$ cat src/ccl_pkg.sv
// constants and register map of the comparator control logic
package ccl_pkg;

    // ********************************************************
    // bus geometry
    // ********************************************************
    localparam int CCL_ADDR_W = 8;
    localparam int CCL_DATA_W = 32;
    localparam int CCL_BE_W = 4;
    localparam int CCL_REG_W = 8;
    localparam int CCL_IDX_W = 6;
    localparam int CCL_LVL_W = 8;
    localparam int CCL_ADC_PINS = 4;
    localparam int CCL_AIN_PINS = 2;
    localparam int CCL_IRQ_W = 2;

    // ********************************************************
    // register indices (byte address is four times the index)
    // ********************************************************
    localparam logic [CCL_IDX_W-1:0] CCL_IDX_ADCSB = 6'h03;
    localparam logic [CCL_IDX_W-1:0] CCL_IDX_CMPCS = 6'h08;
    localparam logic [CCL_IDX_W-1:0] CCL_IDX_DIDIS = 6'h14;
    localparam logic [CCL_IDX_W-1:0] CCL_IDX_CONV = 6'h04;
    localparam logic [CCL_IDX_W-1:0] CCL_IDX_ISTAT = 6'h18;
    localparam logic [CCL_IDX_W-1:0] CCL_IDX_ICLR = 6'h19;
    localparam logic [CCL_IDX_W-1:0] CCL_IDX_IEN = 6'h1a;

    // ********************************************************
    // field positions
    // ********************************************************
    localparam int CCL_B_BIPOLAR = 7;
    localparam int CCL_B_MUXEN = 6;
    localparam int CCL_B_POLREV = 5;
    localparam int CCL_B_CMPOFF = 7;
    localparam int CCL_B_BGSEL = 6;
    localparam int CCL_B_RESULT = 5;
    localparam int CCL_B_FLAG = 4;
    localparam int CCL_B_IRQEN = 3;
    localparam int CCL_B_CONVEN = 7;
    localparam int CCL_IST_EVENT = 0;
    localparam int CCL_IST_TOGGLE = 1;

    // ********************************************************
    // writable masks and reset values
    // ********************************************************
    localparam logic [7:0] CCL_ADCSB_WMASK = 8'he7;
    localparam logic [7:0] CCL_DIDIS_WMASK = 8'h3f;
    localparam logic [7:0] CCL_ADCSB_RST = 8'h00;
    localparam logic [7:0] CCL_DIDIS_RST = 8'h00;
    localparam logic [7:0] CCL_CONV_RST = 8'h00;
    localparam logic [1:0] CCL_MODE_RST = 2'h0;

    // ********************************************************
    // event modes and the fixed bandgap level
    // ********************************************************
    localparam logic [1:0] CCL_MODE_TOGGLE = 2'h0;
    localparam logic [1:0] CCL_MODE_RSVD = 2'h1;
    localparam logic [1:0] CCL_MODE_FALL = 2'h2;
    localparam logic [1:0] CCL_MODE_RISE = 2'h3;
    localparam logic [CCL_LVL_W-1:0] CCL_BANDGAP_LVL = 8'h38;

endpackage : ccl_pkg

$ cat src/ccl_sync_edge.sv
// two-stage synchroniser and edge detector for the comparator result
`timescale 1ns/1ps
module ccl_sync_edge (
    // clock and reset
    input wire logic clk,
    input wire logic rst,
    // raw result and synchronised view
    input wire logic raw_in,
    output logic sync_q,
    output logic rise,
    output logic fall
);
    logic meta_q;
    logic prev_q;

    // first stage feeds only the second stage
    always_ff @(posedge clk) begin
        if (rst) begin
            meta_q <= 1'b0;
            sync_q <= 1'b0;
        end else begin
            meta_q <= raw_in;
            sync_q <= meta_q;
        end
    end

    always_ff @(posedge clk) begin
        if (rst) begin
            prev_q <= 1'b0;
        end else begin
            prev_q <= sync_q;
        end
    end

    // one event per transition of the synchronised bit
    assign rise = sync_q & ~prev_q;
    assign fall = ~sync_q & prev_q;
endmodule : ccl_sync_edge

$ cat src/ccl_top.sv
// comparator control logic with its avalon register slave
//
// Chosen here: the Avalon-MM register port.
`timescale 1ns/1ps

module ccl_top (
    // clock and reset
    input wire logic clk,
    input wire logic rst,
    // avalon-mm slave
    input wire logic [ccl_pkg::CCL_ADDR_W-1:0] avs_address,
    input wire logic avs_read,
    input wire logic avs_write,
    input wire logic [ccl_pkg::CCL_DATA_W-1:0] avs_writedata,
    input wire logic [ccl_pkg::CCL_BE_W-1:0] avs_byteenable,
    output logic [ccl_pkg::CCL_DATA_W-1:0] avs_readdata,
    output logic avs_waitrequest,
    // analog levels seen by the comparator
    input wire logic [ccl_pkg::CCL_LVL_W-1:0] positive_pin,
    input wire logic [ccl_pkg::CCL_LVL_W-1:0] negative_pin,
    input wire logic [ccl_pkg::CCL_ADC_PINS*ccl_pkg::CCL_LVL_W-1:0] adc_pin,
    // digital side of the two comparator pins
    input wire logic [ccl_pkg::CCL_AIN_PINS-1:0] pin_digital_in,
    output logic [ccl_pkg::CCL_AIN_PINS-1:0] pin_read,
    output logic [ccl_pkg::CCL_AIN_PINS-1:0] pin_buffer_off,
    // processor side
    input wire logic global_irq_enable,
    input wire logic irq_vector_ack,
    output logic comparator_power_off,
    output logic comparator_irq
);
    import ccl_pkg::*;

    // ********************************************************
    // registers
    // ********************************************************
    logic [7:0] adcsb_q;
    logic [7:0] didis_q;
    logic [7:0] conv_q;
    logic cmp_off_q;
    logic bg_sel_q;
    logic flag_q;
    logic irq_en_q;
    logic [1:0] mode_q;
    logic [CCL_IRQ_W-1:0] istat_q;
    logic [CCL_IRQ_W-1:0] ien_q;
    logic wait_q;
    logic [CCL_DATA_W-1:0] rdata_q;
    logic [CCL_DATA_W-1:0] rdata_d;
    logic [CCL_AIN_PINS-1:0] pin_read_q;
    logic [CCL_AIN_PINS-1:0] pin_off_q;
    logic power_off_q;
    logic irq_q;

    // ********************************************************
    // bus decode
    // ********************************************************
    logic [CCL_IDX_W-1:0] idx;
    logic wr_acc;
    logic rd_take;
    logic lane0;
    logic [7:0] wbyte;

    assign idx = avs_address[CCL_ADDR_W-1:2];
    assign lane0 = avs_byteenable[0];
    assign wbyte = avs_writedata[7:0];
    // a write lands on the edge where waitrequest is seen low
    assign wr_acc = avs_write & ~wait_q & lane0;
    assign rd_take = avs_read & wait_q;

    logic wr_adcsb;
    logic wr_cmpcs;
    logic wr_didis;
    logic wr_conv;
    logic wr_iclr;
    logic wr_ien;

    assign wr_adcsb = wr_acc && idx == CCL_IDX_ADCSB;
    assign wr_cmpcs = wr_acc && idx == CCL_IDX_CMPCS;
    assign wr_didis = wr_acc && idx == CCL_IDX_DIDIS;
    assign wr_conv = wr_acc && idx == CCL_IDX_CONV;
    assign wr_iclr = wr_acc && idx == CCL_IDX_ICLR;
    assign wr_ien = wr_acc && idx == CCL_IDX_IEN;

    // ********************************************************
    // input selection and the comparator model
    // ********************************************************
    logic muxed_path;
    logic [CCL_LVL_W-1:0] pos_lvl;
    logic [CCL_LVL_W-1:0] neg_lvl;
    logic raw_result;
    logic [1:0] chan_sel;
    logic conv_en;

    assign chan_sel = conv_q[1:0];
    assign conv_en = conv_q[CCL_B_CONVEN];
    // the converter owns its multiplexer while it is switched on
    assign muxed_path = adcsb_q[CCL_B_MUXEN] & ~conv_en;

    always_comb begin
        if (muxed_path) begin
            neg_lvl = adc_pin[chan_sel*CCL_LVL_W +: CCL_LVL_W];
        end else begin
            neg_lvl = negative_pin;
        end
    end

    assign pos_lvl = bg_sel_q ? CCL_BANDGAP_LVL : positive_pin;
    // a powered-down comparator holds its output low
    assign raw_result = ~cmp_off_q & (pos_lvl > neg_lvl);

    logic sync_res;
    logic ev_rise;
    logic ev_fall;

    ccl_sync_edge u_sync (
        .clk(clk),
        .rst(rst),
        .raw_in(raw_result),
        .sync_q(sync_res),
        .rise(ev_rise),
        .fall(ev_fall)
    );

    logic ev_match;
    always_comb begin
        unique case (mode_q)
            CCL_MODE_TOGGLE: ev_match = ev_rise | ev_fall;
            CCL_MODE_FALL: ev_match = ev_fall;
            CCL_MODE_RISE: ev_match = ev_rise;
            // reserved code raises nothing
            CCL_MODE_RSVD: ev_match = 1'b0;
        endcase
    end

    // ********************************************************
    // control registers
    // ********************************************************
    always_ff @(posedge clk) begin
        if (rst) begin
            adcsb_q <= CCL_ADCSB_RST;
        end else if (wr_adcsb) begin
            adcsb_q <= wbyte & CCL_ADCSB_WMASK;
        end
    end

    always_ff @(posedge clk) begin
        if (rst) begin
            didis_q <= CCL_DIDIS_RST;
        end else if (wr_didis) begin
            didis_q <= wbyte & CCL_DIDIS_WMASK;
        end
    end

    always_ff @(posedge clk) begin
        if (rst) begin
            conv_q <= CCL_CONV_RST;
        end else if (wr_conv) begin
            conv_q <= wbyte;
        end
    end

    // bit 2 has no storage at all
    always_ff @(posedge clk) begin
        if (rst) begin
            cmp_off_q <= 1'b0;
            bg_sel_q <= 1'b0;
            irq_en_q <= 1'b0;
            mode_q <= CCL_MODE_RST;
        end else if (wr_cmpcs) begin
            cmp_off_q <= wbyte[CCL_B_CMPOFF];
            bg_sel_q <= wbyte[CCL_B_BGSEL];
            irq_en_q <= wbyte[CCL_B_IRQEN];
            mode_q <= wbyte[1:0];
        end
    end

    // set wins over both the vector clear and the software clear
    always_ff @(posedge clk) begin
        if (rst) begin
            flag_q <= 1'b0;
        end else if (ev_match) begin
            flag_q <= 1'b1;
        end else if (irq_vector_ack) begin
            flag_q <= 1'b0;
        end else if (wr_cmpcs && wbyte[CCL_B_FLAG]) begin
            flag_q <= 1'b0;
        end
    end

    // ********************************************************
    // sticky interrupt status
    // ********************************************************
    logic [CCL_IRQ_W-1:0] ist_set;
    assign ist_set[CCL_IST_EVENT] = ev_match;
    assign ist_set[CCL_IST_TOGGLE] = ev_rise | ev_fall;

    genvar gi;
    generate
        for (gi = 0; gi < CCL_IRQ_W; gi++) begin : g_ist
            always_ff @(posedge clk) begin
                if (rst) begin
                    istat_q[gi] <= 1'b0;
                end else if (ist_set[gi]) begin
                    istat_q[gi] <= 1'b1;
                end else if (wr_iclr && wbyte[gi]) begin
                    istat_q[gi] <= 1'b0;
                end
            end
        end
    endgenerate

    always_ff @(posedge clk) begin
        if (rst) begin
            ien_q <= '0;
        end else if (wr_ien) begin
            ien_q <= wbyte[CCL_IRQ_W-1:0];
        end
    end

    always_ff @(posedge clk) begin
        if (rst) begin
            irq_q <= 1'b0;
        end else begin
            irq_q <= (flag_q & irq_en_q & global_irq_enable)
                | (|(istat_q & ien_q));
        end
    end

    // ********************************************************
    // pins and power
    // ********************************************************
    generate
        for (gi = 0; gi < CCL_AIN_PINS; gi++) begin : g_pin
            always_ff @(posedge clk) begin
                if (rst) begin
                    pin_off_q[gi] <= 1'b0;
                    pin_read_q[gi] <= 1'b0;
                end else begin
                    pin_off_q[gi] <= didis_q[gi];
                    pin_read_q[gi] <= pin_digital_in[gi] & ~didis_q[gi];
                end
            end
        end
    endgenerate

    always_ff @(posedge clk) begin
        if (rst) begin
            power_off_q <= 1'b0;
        end else begin
            power_off_q <= cmp_off_q;
        end
    end

    // ********************************************************
    // read path and wait state
    // ********************************************************
    always_comb begin
        rdata_d = '0;
        unique case (idx)
            CCL_IDX_ADCSB: rdata_d[7:0] = adcsb_q;
            CCL_IDX_CMPCS: rdata_d[7:0] = {cmp_off_q, bg_sel_q, sync_res,
                flag_q, irq_en_q, 1'b0, mode_q};
            CCL_IDX_DIDIS: rdata_d[7:0] = didis_q;
            CCL_IDX_CONV: rdata_d[7:0] = conv_q;
            CCL_IDX_ISTAT: rdata_d[CCL_IRQ_W-1:0] = istat_q;
            CCL_IDX_IEN: rdata_d[CCL_IRQ_W-1:0] = ien_q;
            default: rdata_d = '0;
        endcase
    end

    // exactly one wait state; waitrequest drops for one cycle
    always_ff @(posedge clk) begin
        if (rst) begin
            wait_q <= 1'b1;
        end else begin
            wait_q <= ~((avs_read | avs_write) & wait_q);
        end
    end

    always_ff @(posedge clk) begin
        if (rst) begin
            rdata_q <= '0;
        end else if (rd_take) begin
            rdata_q <= rdata_d;
        end else begin
            rdata_q <= '0;
        end
    end

    assign avs_readdata = rdata_q;
    assign avs_waitrequest = wait_q;
    assign pin_read = pin_read_q;
    assign pin_buffer_off = pin_off_q;
    assign comparator_power_off = power_off_q;
    assign comparator_irq = irq_q;
endmodule : ccl_top

$ cat config.mk
export PLATFORM = sky130hd
export DESIGN_NAME = ccl_top
export DESIGN_NICKNAME = d
export VERILOG_FILES = /design/src/ccl_pkg.sv /design/src/ccl_sync_edge.sv /design/src/ccl_top.sv
export SDC_FILE = /design/constraint.sdc
export NUM_CORES = 1
export LEC_CHECK = 0
export BUFFER_PORTS_ARGS = -buffer_cell sky130_fd_sc_hd__buf_2
export CAP_MARGIN = 0
export CORE_ASPECT_RATIO = 0.7
export CORE_MARGIN = 3
export CORE_UTILIZATION = 45
export DETAILED_ROUTE_END_ITERATION = 8
export MAX_ROUTING_LAYER = met4
export PLACE_DENSITY_LB_ADDON = 0.1
export SYNTH_ARGS = -nofsm -noshare
export SYNTH_HDL_FRONTEND = slang
export SYNTH_SLANG_ARGS = --single-unit
$ cat constraint.sdc
create_clock -name clk -period 2.72 [get_ports clk]
set_clock_uncertainty 0.15 [all_clocks]
set_input_delay 0.136 -clock clk [delete_from_list [all_inputs] [get_ports clk]]
set_output_delay 0.136 -clock clk [all_outputs]
set_load 0.01 [all_outputs]
==> flow_metrics.env <==
export IMPL_pre_cts_slack_ns=0.268
export IMPL_ys_flop_type="dfxtp_1"
export IMPL_antenna_cells=0
export IMPL_setup_ws_ns=0.284
export IMPL_yosys_area_top_type="dfxtp_1"
export IMPL_fmax_mhz=410
export IMPL_total_leakage_power_nw=1.49
export IMPL_ys_warn_count=0
export IMPL_synth_avg_cell_area_um2=9.72
export IMPL_critPathMaxFanout=8
export IMPL_hold_depth=3
export IMPL_dpl_hpwl_um=4950
export IMPL_start_util_pct=48.0
export IMPL_post_cts_setup_buffers=0
export IMPL_finalInstanceArea_um2=3210
export IMPL_slew_headroom_pct=41.1
export IMPL_fin_nets=476
export IMPL_gp_congestion=0.837
export IMPL_r2r_start="conv_q[0]"
export IMPL_final_hold_viol_count=0
export IMPL_path_buf_inv=1
export IMPL_crit_arrival_ns=2.51
export IMPL_setup_worst_path_end_class="register"
export IMPL_syn_area_um2=2600
export IMPL_die_area_um2=6750
export IMPL_clk_latency_ns=0.30
export IMPL_critPathMaxStageDelay_ns=0.58
export IMPL_track_usage_pct=19.2
export IMPL_drv_cap=0
export IMPL_timing_hold_ws_ns=0.0284
export IMPL_power_density_nw_per_um2=404
export IMPL_worst_slew_pin_slew_ns=0.874
export IMPL_grt_pass1_vias=2023
export IMPL_drtIter0Drc=118
export IMPL_grt_pass1_wl_um=10100
export IMPL_setup_tns_ns=0
export IMPL_antenna_left=0
export IMPL_die_w_um=96.9
export IMPL_crit_required_ns=2.79
export IMPL_io_buffers=85
export IMPL_core_area_um2=5420
export IMPL_drive_above_1_share_pct=31.4
export IMPL_synthTopCellsByArea="dfxtp_1, mux2i_1, buf_4, mux4_2, nor2_1"
export IMPL_routed_via_density=4.94
export IMPL_fin_crit_sh_pct=89.6
export IMPL_min_path_type="primary input to register"
export IMPL_path_cells="buf_4 > mux4_2 > mux2i_1 > ha_1 > a21oi_1 > o211ai_1 > o211ai_1 > a21oi_1"
export IMPL_hp_start="global_irq_enable"
export IMPL_grt_max_degree=42
export IMPL_rsz0062_at_grt="no"
export IMPL_first_pass_iters=4
export IMPL_num_rows=22
export IMPL_status="finished, final reports clean"
export IMPL_grt_overflow=0
export IMPL_clock_sinks=48
export IMPL_antenna_found_initial=0
export IMPL_crit_cells=8
export IMPL_ir_worst_vdd_v=0.000191
export IMPL_htree_levels=2
export IMPL_area_growth_syn_to_layout_pct=23.1
export IMPL_yosysUniqueCellTypes=38
export IMPL_cts_tree="yes"
export IMPL_slew_violations=0
export IMPL_finalPower_w=0.00129
export IMPL_cts_made_buffers=5
export IMPL_crit_start="conv_q[0]"
export IMPL_crit_slowest_cell="dfxtp_1"
export IMPL_cts_repair_resized=0
export IMPL_rr_worst_depth=8
export IMPL_die_h_um=69.6
export IMPL_period_needed_ns=2.44
export IMPL_netlist_instances=268
export IMPL_wl_per_cell_um=14.5
export IMPL_pin_count=139
export IMPL_placed_area_um2=3020
export IMPL_clk_pin_slew_worst_paths_ns=0.08
export IMPL_cts_root_buf="clkbuf_8"
export IMPL_path_class="register to register"
export IMPL_synth_top_area_share_pct=36.9
export IMPL_wirelength_um=6370
export IMPL_crit_path_start_kind="register"
export IMPL_ys_seq_area_share_pct=36.9
export IMPL_via_count=2163
export IMPL_clockBufferDepth=2
export IMPL_async_reset_ff_share_pct=0
export IMPL_ys_ff_latch=48
export IMPL_post_route_drc_count=0
export IMPL_path_delay_family="multiplexers"
export IMPL_finalSetupViolations=0
export IMPL_synth_edf_count=0
## flip-flops by register name (all words and copies together), names as in the netlist
| name | count |
|---|---|
| pin_read | 2 |
| conv_q | 8 |
| bg_sel_q | 1 |
| adcsb_q | 6 |
| flag_q | 1 |
| comparator_irq | 1 |
| istat_q | 2 |
| u_sync.meta_q | 1 |
| cmp_off_q | 1 |
| ien_q | 2 |
| pin_buffer_off | 2 |
| avs_waitrequest | 1 |
| avs_readdata | 8 |
| comparator_power_off | 1 |
| u_sync.prev_q | 1 |
| mode_q | 2 |
| didis_q | 6 |
| u_sync.sync_q | 1 |
| irq_en_q | 1 |
## metrics by stage
| stage | std cells | utilization, % |
|---|---|---|
| after floorplan | 291 | - |
| after global placement | 420 | 55.7 |
| after detailed placement | 420 | 55.7 |
| after CTS | 438 | 59.1 |
| after global routing | 438 | 59.1 |
| final | 438 | 59.1 |
## path summary, 6_finish.rpt
| check | endpoint | slack (ns) |
|---|---|---|
| min reg2reg | avs_readdata[4] | 0.30 |
| max | u_sync.meta_q | 0.28 |
| min | comparator_irq | 0.03 |
| max reg2reg | u_sync.meta_q | 0.28 |
## layer usage
metal	GRT usage [%]	vias up	wire (um)	share of wire (%)
met3	3.92	3	357	5.6
met1	27.5	999	3150	49
met2	28.5	56	2850	45
li1	-	1105	-	-
met4	3.27	0	19	0.30
met5	-	-	0	0
## cells in the mapped netlist (3+ instances only)
cell / instances
dfxtp_1: 48
mux2i_1: 36
nor2_1: 34
buf_4: 24
a21oi_1: 16
nor2b_1: 13
ha_1: 10
a22oi_1: 9
mux4_2: 8
nand2_1: 8
clkbuf_1: 6
nor3_1: 5
o21ai_0: 5
or2_2: 5
inv_1: 4
nand2b_1: 4
buf_2: 3
## cell families after synthesis
group | Yosys count | synth area share, %
compound gates | 39 | 9.47
fa+ha+maj | 10 | 4.81
other cells | 1 | 0.144
buf+inv | 39 | 9.80
mux | 45 | 21.2
flops | 48 | 36.9
simple gates | 86 | 17.7
## worst min-delay path: cells and delay by family
family,cells,cell delay (ns)
compound gates,1,0.08
buf+inv,1,0.10
simple gates,1,0.11
## where the power goes
part	switching, W	internal, W	leakage [nW]
registers	0.00000601	0.000711	0.388
logic	0.0000919	0.0000903	1.06
clock network	0.000220	0.000175	0.0410
total	0.000318	0.000977	1.49
## cell type report
class                      instances  area [um^2]
clock buffer                       6         72.6
sequential                        48          961
timing repair buffer             103          588
tap                               72         90.1
multi-input combinational        204         1470
inverter                           4         15.0
fill                             517         2220
clock inverter                     1         5.00
## cell usage in the layout, fill, tap and decap left out, drive strengths merged, types with 9 or more instances in the layout
cell         count
dlygate4sd3     11
dfxtp           48
buf             92
ha              10
mux2i           36
conb            24
a21oi           16
a22oi            9
nor2b           13
nor2            34
## repair_timing
| action | 4_1_cts | 5_1_grt |
|---|---|---|
| hold buffers | 11 | 0 |
| setup endpoints to repair | 0 | 0 |
| endpoints found under the hold margin | 21 | 0 |
No activity file was read; power rests on OpenSTA's default activity.
